## config.mk

```make
export PLATFORM = sky130hd
export DESIGN_NAME = idr_router
export DESIGN_NICKNAME = d
export VERILOG_FILES = /design/src/common/idr_pkg.sv /design/src/hw/idr_router.sv
export SDC_FILE = /design/constraint.sdc
export NUM_CORES = 1
export LEC_CHECK = 0
export BUFFER_PORTS_ARGS = -buffer_cell sky130_fd_sc_hd__buf_2
export CAP_MARGIN = 20
export CORE_ASPECT_RATIO = 1.2
export CORE_MARGIN = 10
export CORE_UTILIZATION = 30
export CTS_CLUSTER_SIZE = 20
export DETAILED_ROUTE_END_ITERATION = 8
export PLACE_DENSITY_LB_ADDON = 0.1
export SYNTH_ARGS = -nofsm -noshare
export SYNTH_HDL_FRONTEND = slang
export SYNTH_SLANG_ARGS = --single-unit
export TNS_END_PERCENT = 100
```

## constraint.sdc

```tcl
create_clock -name mclk -period 12.1 [get_ports mclk]
set_clock_uncertainty 0.2 [all_clocks]
set_input_delay 3.63 -clock mclk [delete_from_list [all_inputs] [get_ports mclk]]
set_output_delay 3.63 -clock mclk [all_outputs]
set_load 0.02 [all_outputs]
```

## src/common/idr_pkg.sv

```systemverilog
// package: constants, config indices and state struct for irq/dma routing
package idr_pkg;
    localparam int         DEV_COUNT      = 6;
    localparam int         IRQ_LINES      = 16;
    localparam int         DMA_LINES      = 4;
    localparam int         DEV_FLOPPY     = 0;
    localparam int         DEV_PARALLEL   = 3;
    localparam int         DEV_UART_A     = 4;
    localparam int         DEV_UART_B     = 5;
    // configuration register indices and strap port addresses
    localparam logic [7:0] IDX_LDN        = 8'h07;
    localparam logic [7:0] IDX_OSC        = 8'h24;
    localparam logic [7:0] IDX_PORT_LO    = 8'h26;
    localparam logic [7:0] IDX_PORT_HI    = 8'h27;
    localparam logic [7:0] IDX_ACTIVATE   = 8'h30;
    localparam logic [7:0] IDX_BASE_HI    = 8'h60;
    localparam logic [7:0] IDX_BASE_LO    = 8'h61;
    localparam logic [7:0] IDX_IRQ_SEL    = 8'h70;
    localparam logic [7:0] IDX_DMA_SEL    = 8'h74;
    localparam logic [15:0] PORT_STRAP_LO = 16'h002e;
    localparam logic [15:0] PORT_STRAP_HI = 16'h004e;
    // reset values
    localparam logic [7:0] IRQ_RST_FLOPPY = 8'h06;
    localparam logic [7:0] IRQ_RST_OTHER  = 8'h00;
    localparam logic [7:0] DMA_RST_FLOPPY = 8'h02;
    localparam logic [7:0] DMA_RST_PP_SER = 8'h04;
    localparam logic [7:0] DMA_RST_OTHER  = 8'h00;
    // field positions and ecr mode codes
    localparam int         OSC_QUAL_BIT   = 6;
    localparam int         ACT_BIT        = 0;
    localparam int         DOR_DMA_BIT    = 3;
    localparam int         CTRL_PARALLEL_IRQ_GATE_BIT  = 4;
    localparam int         ECR_SVC_BIT    = 2;
    localparam int         ECR_FLOPPY_DMA_GATE_BIT  = 3;
    localparam int         ECR_MODE_LSB   = 5;
    localparam int         MCR_UART_AUX_OUTPUT_TWO_BIT   = 2;
    localparam logic [2:0] MODE_FIFO      = 3'h2;
    localparam logic [2:0] MODE_ECP       = 3'h3;
    localparam logic [2:0] MODE_TEST      = 3'h6;

    typedef enum logic [1:0] {
        IDR_ST_STRAP = 2'b01,
        IDR_ST_RUN   = 2'b10
    } idr_phase_t;

    typedef struct packed {
        logic [DEV_COUNT-1:0] [7:0] irq_sel;
        logic [DEV_COUNT-1:0] [7:0] dma_sel;
        logic [DEV_COUNT-1:0] [7:0] act;
        logic [DEV_COUNT-1:0] [7:0] base_hi;
        logic [DEV_COUNT-1:0] [7:0] base_lo;
        logic [7:0]                 idx;
        logic [7:0]                 ldn;
        logic [7:0]                 osc_cfg;
        logic [15:0]                port;
        logic [7:0]                 rdata;
        idr_phase_t                 phase;
    } idr_state_t;

    typedef struct packed {
        logic [7:0] floppy_digital_output_reg;
        logic       powered_down;
        logic       irq;
        logic       drq;
    } idr_floppy_t;

    typedef struct packed {
        logic [7:0] ctrl;
        logic [7:0] ecr;
        logic       ecp_mode;
        logic       epp_mode;
        logic       irq;
        logic       drq;
    } idr_parallel_t;

    typedef struct packed {
        logic [7:0] uart_interrupt_enable_reg;
        logic [7:0] modem_control_reg;
        logic       irq;
    } idr_uart_t;
endpackage

```

## src/hw/idr_router.sv

```systemverilog
// module: configuration port, base decode and irq/dma routing for devices
`timescale 1ns/1ps
module idr_router
    import idr_pkg::*;
#(
    parameter logic [IRQ_LINES-1:0] PIN_IRQ_MASK = 16'hffff
) (
    input  wire logic                  mclk,
    input  wire logic                  sys_rst,
    input  wire logic                  soft_rst,
    input  wire logic                  config_port_strap,
    input  wire logic [15:0]           io_addr,
    input  wire logic                  io_wr,
    input  wire logic                  io_rd,
    input  wire logic [7:0]            io_wdata,
    output logic      [7:0]            io_rdata,
    output logic      [DEV_COUNT-1:0]  dev_addr_hit,
    input  wire idr_floppy_t           floppy_controller,
    input  wire idr_parallel_t         parallel_port,
    input  wire idr_uart_t             uart_a,
    input  wire idr_uart_t             uart_b,
    input  wire logic                  serial_irq_mode,
    input  wire logic                  smi_enable,
    input  wire logic                  smi_request,
    output logic                       system_mgmt_interrupt_n,
    output logic      [IRQ_LINES-1:0]  irq_out,
    output logic      [IRQ_LINES-1:0]  irq_oe_n,
    output logic      [DMA_LINES-1:0]  dma_req,
    output logic      [DMA_LINES-1:0]  dma_oe_n,
    input  wire logic [DMA_LINES-1:0]  dma_ack,
    output logic                       floppy_dma_ack,
    output logic                       parallel_dma_ack
);

    ////////////////////////////////////////////////////////////////////////
    // helpers

    function automatic logic [7:0] irq_reset_value(input int dev);
        irq_reset_value = (dev == DEV_FLOPPY) ? IRQ_RST_FLOPPY
                                              : IRQ_RST_OTHER;
    endfunction

    function automatic logic [7:0] dma_reset_value(input int dev);
        if (dev == DEV_FLOPPY) begin
            dma_reset_value = DMA_RST_FLOPPY;
        end else if (dev == DEV_PARALLEL || dev == DEV_UART_B) begin
            dma_reset_value = DMA_RST_PP_SER;
        end else begin
            dma_reset_value = DMA_RST_OTHER;
        end
    endfunction

    // dma select decodes to a channel only for 1..3; 0 and 4..7 mean none
    function automatic logic [DMA_LINES-1:0] dma_decode(input logic [7:0] s);
        dma_decode = '0;
        if (s[2:0] >= 3'h1 && s[2:0] <= 3'h3) begin
            dma_decode[s[1:0]] = 1'b1;
        end
    endfunction

    function automatic logic [IRQ_LINES-1:0] irq_decode(input logic [7:0] s);
        irq_decode = '0;
        if (s[3:0] != 4'h0) begin
            irq_decode[s[3:0]] = 1'b1;
        end
    endfunction

    // reset image is worked out at elaboration, so the asynchronous
    // reset branch loads one constant and nothing computed at run time
    function automatic idr_state_t reset_image();
        reset_image       = '0;
        reset_image.phase = IDR_ST_STRAP;
        reset_image.port  = PORT_STRAP_LO;
        for (int d = 0; d < DEV_COUNT; d++) begin
            reset_image.irq_sel[d] = irq_reset_value(d);
            reset_image.dma_sel[d] = dma_reset_value(d);
        end
    endfunction

    localparam idr_state_t ST_RESET = reset_image();

    ////////////////////////////////////////////////////////////////////////
    // configuration state

    idr_state_t st_r;
    idr_state_t st_nxt;
    logic       port_idx_hit;
    logic       port_data_hit;

    // exact sixteen-bit compare, as a relocated port may sit anywhere
    assign port_idx_hit  = (io_addr == st_r.port);
    assign port_data_hit = (io_addr == st_r.port + 16'h0001);

    always_comb begin
        st_nxt = st_r;
        case (st_r.phase)
            IDR_ST_STRAP: begin
                // strap is caught after reset release, never under reset
                st_nxt.port  = config_port_strap ? PORT_STRAP_HI
                                                 : PORT_STRAP_LO;
                st_nxt.phase = IDR_ST_RUN;
            end
            IDR_ST_RUN: begin
                if (io_wr && port_idx_hit) begin
                    st_nxt.idx = io_wdata;
                end else if (io_wr && port_data_hit) begin
                    case (st_r.idx)
                        IDX_LDN:     st_nxt.ldn     = io_wdata;
                        IDX_OSC:     st_nxt.osc_cfg = io_wdata;
                        IDX_PORT_LO: st_nxt.port[7:0]  = io_wdata;
                        IDX_PORT_HI: st_nxt.port[15:8] = io_wdata;
                        default: begin
                            if (st_r.ldn < 8'(DEV_COUNT)) begin
                                case (st_r.idx)
                                    IDX_ACTIVATE:
                                        st_nxt.act[st_r.ldn] = io_wdata;
                                    IDX_BASE_HI:
                                        st_nxt.base_hi[st_r.ldn] = io_wdata;
                                    IDX_BASE_LO:
                                        st_nxt.base_lo[st_r.ldn] = io_wdata;
                                    IDX_IRQ_SEL:
                                        st_nxt.irq_sel[st_r.ldn] =
                                            io_wdata;
                                    IDX_DMA_SEL:
                                        st_nxt.dma_sel[st_r.ldn] =
                                            io_wdata;
                                    default: ;
                                endcase
                            end
                        end
                    endcase
                end
            end
            default: st_nxt.phase = IDR_ST_STRAP;
        endcase

        // read data is registered; unmapped indices read as zero
        if (io_rd && port_idx_hit) begin
            st_nxt.rdata = st_r.idx;
        end else if (io_rd && port_data_hit) begin
            case (st_r.idx)
                IDX_LDN:     st_nxt.rdata = st_r.ldn;
                IDX_OSC:     st_nxt.rdata = st_r.osc_cfg;
                IDX_PORT_LO: st_nxt.rdata = st_r.port[7:0];
                IDX_PORT_HI: st_nxt.rdata = st_r.port[15:8];
                default: begin
                    st_nxt.rdata = 8'h00;
                    if (st_r.ldn < 8'(DEV_COUNT)) begin
                        case (st_r.idx)
                            IDX_ACTIVATE: st_nxt.rdata = st_r.act[st_r.ldn];
                            IDX_BASE_HI:
                                st_nxt.rdata = st_r.base_hi[st_r.ldn];
                            IDX_BASE_LO:
                                st_nxt.rdata = st_r.base_lo[st_r.ldn];
                            IDX_IRQ_SEL:
                                st_nxt.rdata = st_r.irq_sel[st_r.ldn];
                            IDX_DMA_SEL:
                                st_nxt.rdata = st_r.dma_sel[st_r.ldn];
                            default: st_nxt.rdata = 8'h00;
                        endcase
                    end
                end
            endcase
        end

        // soft reset reloads only the routing selects, after any write
        if (soft_rst) begin
            for (int d = 0; d < DEV_COUNT; d++) begin
                st_nxt.irq_sel[d] = irq_reset_value(d);
                st_nxt.dma_sel[d] = dma_reset_value(d);
            end
        end
    end

    always_ff @(posedge mclk or posedge sys_rst) begin
        if (sys_rst) begin
            st_r <= ST_RESET;
        end else begin
            st_r <= st_nxt;
        end
    end

    assign io_rdata = st_r.rdata;

    ////////////////////////////////////////////////////////////////////////
    // base address decode

    logic [DEV_COUNT-1:0] dev_live;

    generate
        for (genvar d = 0; d < DEV_COUNT; d++) begin : g_dec
            logic [15:0] base;
            logic        upper_ok;
            assign base = {st_r.base_hi[d], st_r.base_lo[d]};
            // a zero base counts as invalid and turns the device off
            assign dev_live[d] = st_r.act[d][ACT_BIT]
                               && (base[11:0] != 12'h000);
            assign upper_ok = !st_r.osc_cfg[OSC_QUAL_BIT]
                            || (io_addr[15:12] == 4'h0);
            // eight-byte window on the low twelve bits; with the osc qualify bit set the upper four must also be zero
            assign dev_addr_hit[d] = dev_live[d] && upper_ok
                && (io_addr[11:3] == base[11:3]);
        end
    endgenerate

    ////////////////////////////////////////////////////////////////////////
    // local gating

    logic [DEV_COUNT-1:0] irq_gate;
    logic [DEV_COUNT-1:0] irq_level;
    logic [DEV_COUNT-1:0] dma_gate;
    logic [DEV_COUNT-1:0] drq_level;
    logic                 floppy_dma_gate;
    logic                 parallel_irq_gate;
    logic                 parallel_service_interrupt_flag;
    logic                 parallel_dma_gate;
    logic [2:0]           ecr_mode;
    logic                 mode_forces_irq;

    assign floppy_dma_gate = floppy_controller.floppy_digital_output_reg[DOR_DMA_BIT]
                           && !floppy_controller.powered_down;
    assign parallel_irq_gate = parallel_port.ctrl[CTRL_PARALLEL_IRQ_GATE_BIT];
    assign parallel_service_interrupt_flag = parallel_port.ecr[ECR_SVC_BIT];
    assign parallel_dma_gate = parallel_port.ecr[ECR_FLOPPY_DMA_GATE_BIT];
    assign ecr_mode = parallel_port.ecr[ECR_MODE_LSB +: 3];
    assign mode_forces_irq = (ecr_mode == MODE_FIFO)
                          || (ecr_mode == MODE_ECP)
                          || (ecr_mode == MODE_TEST);

    always_comb begin
        irq_gate  = '0;
        irq_level = '0;
        dma_gate  = '0;
        drq_level = '0;
        irq_gate[DEV_FLOPPY]  = floppy_dma_gate;
        irq_level[DEV_FLOPPY] = floppy_controller.irq;
        dma_gate[DEV_FLOPPY]  = floppy_dma_gate;
        drq_level[DEV_FLOPPY] = floppy_controller.drq;

        if (parallel_port.ecp_mode) begin
            irq_gate[DEV_PARALLEL] = !parallel_service_interrupt_flag
                && (mode_forces_irq || parallel_irq_gate);
        end else begin
            irq_gate[DEV_PARALLEL] = parallel_irq_gate;
        end
        irq_level[DEV_PARALLEL] = parallel_port.irq;
        // the request pin follows the dma enable bit in every mode
        dma_gate[DEV_PARALLEL]  = parallel_dma_gate;
        drq_level[DEV_PARALLEL] = parallel_port.drq;

        // uart_aux_output_two clear keeps the line off even with interrupts enabled
        irq_gate[DEV_UART_A] = (uart_a.uart_interrupt_enable_reg[3:0] != 4'h0)
                            && uart_a.modem_control_reg[MCR_UART_AUX_OUTPUT_TWO_BIT];
        irq_level[DEV_UART_A] = uart_a.irq;
        irq_gate[DEV_UART_B] = (uart_b.uart_interrupt_enable_reg[3:0] != 4'h0)
                            && uart_b.modem_control_reg[MCR_UART_AUX_OUTPUT_TWO_BIT];
        irq_level[DEV_UART_B] = uart_b.irq;
    end

    ////////////////////////////////////////////////////////////////////////
    // routing onto system lines

    logic [IRQ_LINES-1:0] irq_avail;
    logic [IRQ_LINES-1:0] irq_used;
    logic [IRQ_LINES-1:0] irq_val;
    logic [DMA_LINES-1:0] dma_used;
    logic [DMA_LINES-1:0] dma_val;
    logic                 irq_pol_low;

    always_comb begin
        // pin mode offers PIN_IRQ_MASK, serial irq mode all lines; line 0 never, line 2 not while smi is enabled
        irq_avail = serial_irq_mode ? '1 : PIN_IRQ_MASK;
        irq_avail[0] = 1'b0;
        if (smi_enable) begin
            irq_avail[2] = 1'b0;
        end

        // devices sharing a line are or-ed onto it
        irq_used = '0;
        irq_val  = '0;
        dma_used = '0;
        dma_val  = '0;
        for (int d = 0; d < DEV_COUNT; d++) begin
            if (dev_live[d] && irq_gate[d]) begin
                irq_used = irq_used | irq_decode(st_r.irq_sel[d]);
                if (irq_level[d]) begin
                    irq_val = irq_val | irq_decode(st_r.irq_sel[d]);
                end
            end
            if (dev_live[d] && dma_gate[d]) begin
                dma_used = dma_used | dma_decode(st_r.dma_sel[d]);
                if (drq_level[d]) begin
                    dma_val = dma_val | dma_decode(st_r.dma_sel[d]);
                end
            end
        end
        irq_used = irq_used & irq_avail;
    end

    // ecp/epp parallel irq is passed through at the port's own polarity
    assign irq_pol_low = 1'b0;

    generate
        for (genvar n = 0; n < IRQ_LINES; n++) begin : g_irq
            // unused lines are released and read low
            assign irq_oe_n[n] = !irq_used[n];
            assign irq_out[n]  = irq_used[n]
                               && (irq_val[n] ^ irq_pol_low);
        end
        for (genvar c = 0; c < DMA_LINES; c++) begin : g_dma
            assign dma_oe_n[c] = !dma_used[c];
            assign dma_req[c]  = dma_used[c] && dma_val[c];
        end
    endgenerate

    // acks only reach a device whose channel is live, so gated ones ignore
    assign floppy_dma_ack = dev_live[DEV_FLOPPY] && floppy_dma_gate
        && |(dma_decode(st_r.dma_sel[DEV_FLOPPY]) & dma_ack);
    assign parallel_dma_ack = dev_live[DEV_PARALLEL] && parallel_dma_gate
        && |(dma_decode(st_r.dma_sel[DEV_PARALLEL]) & dma_ack);

    assign system_mgmt_interrupt_n = !(smi_enable && smi_request);

endmodule

```

# ---- Word level (Yosys, flattened, before mapping)
# Cells that the tools add are included.
dict set report word_totals {
  reg_bits 290
  latchBits 0
  ram_bits 0
  rom_bits 0
  inputBits 102
  out_inout_bits 57
  wordCells 315
  n_memories 0
}
dict set report classes {
  addsub 1
  multipliers 0
  div_mod_pow 0
  n_lt_le_gt_ge 19
  eq_ne 28
  shift 0
  n_mux 93
  bitwise 13
  n_reduce_logical 124
}
# operator n
set ops {}
lappend ops {{$mux W240} 4}
lappend ops {{$mux W16} 25}
lappend ops {{$mux W264} 1}
lappend ops {{$bwmux W48} 5}
lappend ops {{$mux W48} 5}
lappend ops {{$bmux W8 S3} 5}
lappend ops {{$mux W8} 14}
lappend ops {{$mux W96} 1}
lappend ops {{$or A16 B16 Y16} 6}
lappend ops {{$reduce_bool A12 Y1} 6}
lappend ops {{$mux W32} 2}
lappend ops {{$logic_and A1 B1 Y1} 63}
lappend ops {{$eq A9 B9 Y1} 6}
lappend ops {{$mux W4} 11}
lappend ops {{$pmux W8 S5} 1}
lappend ops {{$eq A16 B16 Y1} 2}
lappend ops {{$eq A8 B6 Y1 const B} 4}
lappend ops {{$eq A8 B7 Y1 const B} 4}
lappend ops {{$pmux W16 S2} 1}
lappend ops {{$pmux W8 S4} 1}
lappend ops {{$reduce_and A6 Y1} 5}
lappend ops {{$demux W8 S3} 1}
lappend ops {{$logic_not A1 Y1} 24}
lappend ops {{$reduce_bool A4 Y1} 6}
lappend ops {{32 further kinds} 75}

# ---- Longest topological paths before layout
dict set report logic_depth {
  depth_word 18
  mapped_depth 13
  ltp_nobuf 9
}

# ---- Least setup slack after synthesis
# Ideal clock, no wire load.
dict set report synth_path {
  path_kind {input to output}
  start {in uart_b[10] in the netlist's numbering}
  end {out irq_oe_n[8]}
  arrival_ns 5.386
  t_required_ns 8.270
  setup_slack_ns 2.884
  cell_stages 6
  path_buffers 0
  cell_sequence {or4_1 > and3_1 > nor2b_1 > nand2_1 > nor3_1 > nor4_1}
}
dict set report synth_via {
  elab_chain_len 6
}
# item line_no
set synth_rtl {}
lappend synth_rtl {{from (decl)} idr_router.sv:21} ;# input wire idr_uart_t uart_b,
lappend synth_rtl {{$reduce_bool A4 Y1} idr_router.sv:255} ;# irq_gate[DEV_UART_B] = (uart_b.uart_interrupt_enable_reg[3:0] != 4'h0)
lappend synth_rtl {{$logic_and A1 B1 Y1} idr_router.sv:256} ;# && uart_b.modem_control_reg[MCR_UART_AUX_OUTPUT_TWO_BIT];
lappend synth_rtl {{$logic_and A1 B1 Y1} idr_router.sv:284} ;# if (dev_live[d] && irq_gate[d]) begin
lappend synth_rtl {{$mux W16} idr_router.sv:284}
lappend synth_rtl {{$and A16 B16 Y16} idr_router.sv:297} ;# irq_used = irq_used & irq_avail;
lappend synth_rtl {{$logic_not A1 Y1} idr_router.sv:306} ;# assign irq_oe_n[n] = !irq_used[n];
lappend synth_rtl {{to (decl)} idr_router.sv:27} ;# output logic [IRQ_LINES-1:0] irq_oe_n,
# No other way between the ends.

# ---- Worst setup path after layout
dict set report layout_path {
  start {in floppy_controller[2] in the netlist's numbering}
  end {out irq_out[2]}
}
dict set report layout_via {
  elab_chain_len 14
  word_cells_on_any_way 22
  cone_classes {mux (11); bitwise (7); reduce/logical (4)}
}
# item line_no
set layout_rtl {}
lappend layout_rtl {{from (decl)} idr_router.sv:18} ;# input wire idr_floppy_t floppy_controller,
lappend layout_rtl {{$logic_not A1 Y1 *} idr_router.sv:221} ;# && !floppy_controller.powered_down;
lappend layout_rtl {{$logic_and A1 B1 Y1 *} idr_router.sv:221}
lappend layout_rtl {{$logic_and A1 B1 Y1 *} idr_router.sv:284}
lappend layout_rtl {{$mux W16} idr_router.sv:284}
lappend layout_rtl {{$or A16 B16 Y16} idr_router.sv:287} ;# irq_val = irq_val | irq_decode(st_r.irq_sel[d]);
lappend layout_rtl {{$mux W16} idr_router.sv:286} ;# if (irq_level[d]) begin
lappend layout_rtl {{$mux W16} idr_router.sv:284}
lappend layout_rtl {{$or A16 B16 Y16} idr_router.sv:287}
lappend layout_rtl {{$mux W16} idr_router.sv:286}
lappend layout_rtl {{$mux W16} idr_router.sv:284}
lappend layout_rtl {{$or A16 B16 Y16} idr_router.sv:287}
lappend layout_rtl {{$mux W16} idr_router.sv:286}
lappend layout_rtl {{$mux W16} idr_router.sv:284}
lappend layout_rtl {{$logic_and A1 B1 Y1 *} idr_router.sv:308} ;# && (irq_val[n] ^ irq_pol_low);
lappend layout_rtl {{to (decl)} idr_router.sv:26} ;# output logic [IRQ_LINES-1:0] irq_out,
# Every way passes the cells marked *; elsewhere a longest branch is shown, timed or not.

==> flow_summary_export.csv <==
group,metric,value,unit
outcome,status,"finished, final reports clean",
run,drv_cap,0,
placement,placed_area,18100,um2
worst_setup_path,crit_top_cell,"buf_2",
global_routing,grt_pass1_wl,96600,um
timing,fin_crit_sh,0.788,
logic_synthesis,synth_edf_count,0,
logic_synthesis,synth_area,17000,um2
timing,drv_slew,0,
timing,tns,0,ps
power,p_leak,8.08,nW
clocking,cts.repair.resized,0,
logic_synthesis,synth-seq-cells,290,
clocking,ctsHoldBuffers,0,
clocking,htreeDepth,2,
logic_synthesis,synth.area.top_cells,"dfrtp_1 41%, mux2_2 10%, mux2i_1 5.3%",
power,p_per_area,113,nW/um2
routing,avgViaCountPerCell,5.73,
cells_and_area,insertedDiodeCount,0,
worst_setup_path,start_kind,"input pin",
floorplanning,dieArea,66700,um2
logic_synthesis,synth_top_area_cell,"dfrtp_1",
clocking,clock_latency,560,ps
worst_hold_path,min_path_type,"reg2reg",
placement,pre_cts_ws,2500,ps
routing,vias,13900,
placement,globalplace.congestion,0.883,
placement,hpwl,44300,um
worst_setup_path,path_class,"in2out",
clocking,root_buffer,"clkbuf_16",
worst_setup_path,cp_data_arrival_time,5700,ps
power,ir_drop,0.0988,mV
floorplanning,start_util,0.304,
timing,rsz0062_at_grt,"no",
routing,drc,0,
logic_synthesis,synth_cells,1634,
logic_synthesis,yosysTopAreaCellShare,0.411,
cells_and_area,area_delta_synth_final,13.4,%
worst_setup_path,crit_path_cell_trace,"buf_2 > nand4b_1 > nor2_1 > nand2_1 > o22ai_1 > o221a_2 > buf_2",
floorplanning,die_w,238,um
placement,port_buffers,112,
logic_synthesis,ys_types,85,
logic_synthesis,synth.avg_cell_area,10.4,um2
routing,firstDrtPassIters,8,
timing,slew_headroom,0.254,
routing,first_iter_violations,1244,
clocking,cts.sinks,290,
floorplanning,io_pins,159,
global_routing,overflow,0,
global_routing,grt_max_degree,160,
timing,fmax,105,MHz
global_routing,grt_usage,0.190,
logic_synthesis,yosysMostFrequentCell,"dfrtp_1",
timing,fin_crit,9530,ps
clocking,clk_path_buf_depth,3,
logic_synthesis,synthFlopType,"dfrtp_1",
cells_and_area,stdcell_area,19300,um2
worst_setup_path,worst_path_max_delay_cell,"nand4b_1",
clocking,cts_buffers,37,
floorplanning,coreArea,56100,um2
timing,finalWorstSetupSlack,2570,ps
timing,worst_pin_slew,1110,ps
timing,setup_viol,0,
worst_setup_path,cp_data_required_time,8270,ps
worst_setup_path,crit_fanout,6,
clocking,cts_setup_buffers,0,
clocking,clk_transition_reported_paths,60,ps
routing,wl,64300,um
worst_setup_path,end_kind,"primary output",
routing,ant_nets,0,
timing,whs,282,ps
logic_synthesis,yosysSeqAreaShare,0.427,
global_routing,grt_pass1_vias,14100,
cells_and_area,layout.nets,1778,
timing,hold_viol_final,0,
cells_and_area,layout-drive-gt1-share,0.241,
routing,routedWlPerCell,26.5,um
logic_synthesis,postSynth.asyncResetShare,1.00,
logic_synthesis,synth_common_cells,"280 x dfrtp_1, 154 x mux2_2, 142 x nand2_1",
floorplanning,die_y,281,um
global_routing,antenna_found_initial,0,
clocking,cts_tree,"yes",
cells_and_area,num-fill-cells,5767,
logic_synthesis,synth_warnings,0,
floorplanning,rows,95,
worst_setup_path,cp_slowest_stage_delay,630,ps
[critical path, delay by kind of cell]
family,cells,cell delay [ps]
and+or+nand+nor,3,1270
AOI/OAI and AO/OA,2,520
buffers and inverters,2,270
[stage by stage]
stage	cells	total power [mW]	utilization
after global placement	2363	1.09	0.323
after floorplan	1636	1.05	-
after global routing	2429	2.26	0.344
after detailed placement	2363	1.09	0.323
after CTS	2429	2.21	0.344
final	2429	2.18	0.344
[registers in the layout, summed over array words and instances (netlist names)]
name and cells:
io_rdata 8, st_r 186, g_dec.base 96
[per-layer routing]
| metal | track usage | share of wire |
|---|---|---|
| met1 | 0.240 | 0.43 |
| met5 | 0 | 0 |
| met2 | 0.324 | 0.48 |
| met4 | 0.0625 | 0.034 |
| met3 | 0.0302 | 0.054 |
[worst paths after layout]
kind | to | cells after the start | slack [ps] | start
max reg2reg | g_dec[5].base[10] | 9 | 7450 | st_r[11]
max in group asynchronous | st_r[152] | 3 | 7390 | sys_rst
min reg2reg | st_r[156] | 1 | 280 | st_r[156]
min in group asynchronous | io_rdata[7] | 2 | 2910 | sys_rst
min | st_r[156] | 1 | 280 | st_r[156]
max | irq_out[2] | 7 | 2570 | floppy_controller[2]
[cell usage in the layout, fill, tap and decap left out, types with 22 or more instances in the layout]
cell type and instances:
inv_1 25, xnor2_1 52, nor2_1 85, a22o_1 29, mux2_2 154, a21oi_1 26
nor4_1 34, nand3_1 28, o2bb2ai_1 71, buf_2 112, xor2_1 25, mux2i_1 91
dfrtp_1 277, o211ai_1 22, nor3_1 28, o21ai_0 72, clkbuf_16 38, a31oi_1 27
nand2_1 142, nor2b_1 24, mux2_1 23
[cell type report]
type | instances | area [um2] | share of cell area
Timing Repair Buffer | 133 | 731 | 0.0378
Inverter | 26 | 105 | 0.00544
Sequential cell | 290 | 7280 | 0.377
Clock inverter | 15 | 145 | 0.00751
Multi-Input combinational cell | 1187 | 9090 | 0.471
Tap cell | 727 | 910 | 0.0471
Clock buffer | 51 | 1060 | 0.0549
[kinds of logic after synthesis]
kind of cell,Yosys count,share of synthesized area
muxes,276,0.181
AOI/OAI and AO/OA,377,0.166
xor gates and xnor gates,77,0.0396
and+or+nand+nor,452,0.145
DFF,290,0.427
buffers and inverters,159,0.0410
other,2,0.000441
adders and majority gates,1,0.000734
[power breakdown]
part	switching (mW)	internal, mW	leakage [nW]
clock network	0.451	0.657	0.594
logic	0.0806	0.0228	3.48
registers	0.000843	0.971	4.01
total	0.533	1.65	8.08
(Power assumes the default switching activity.)
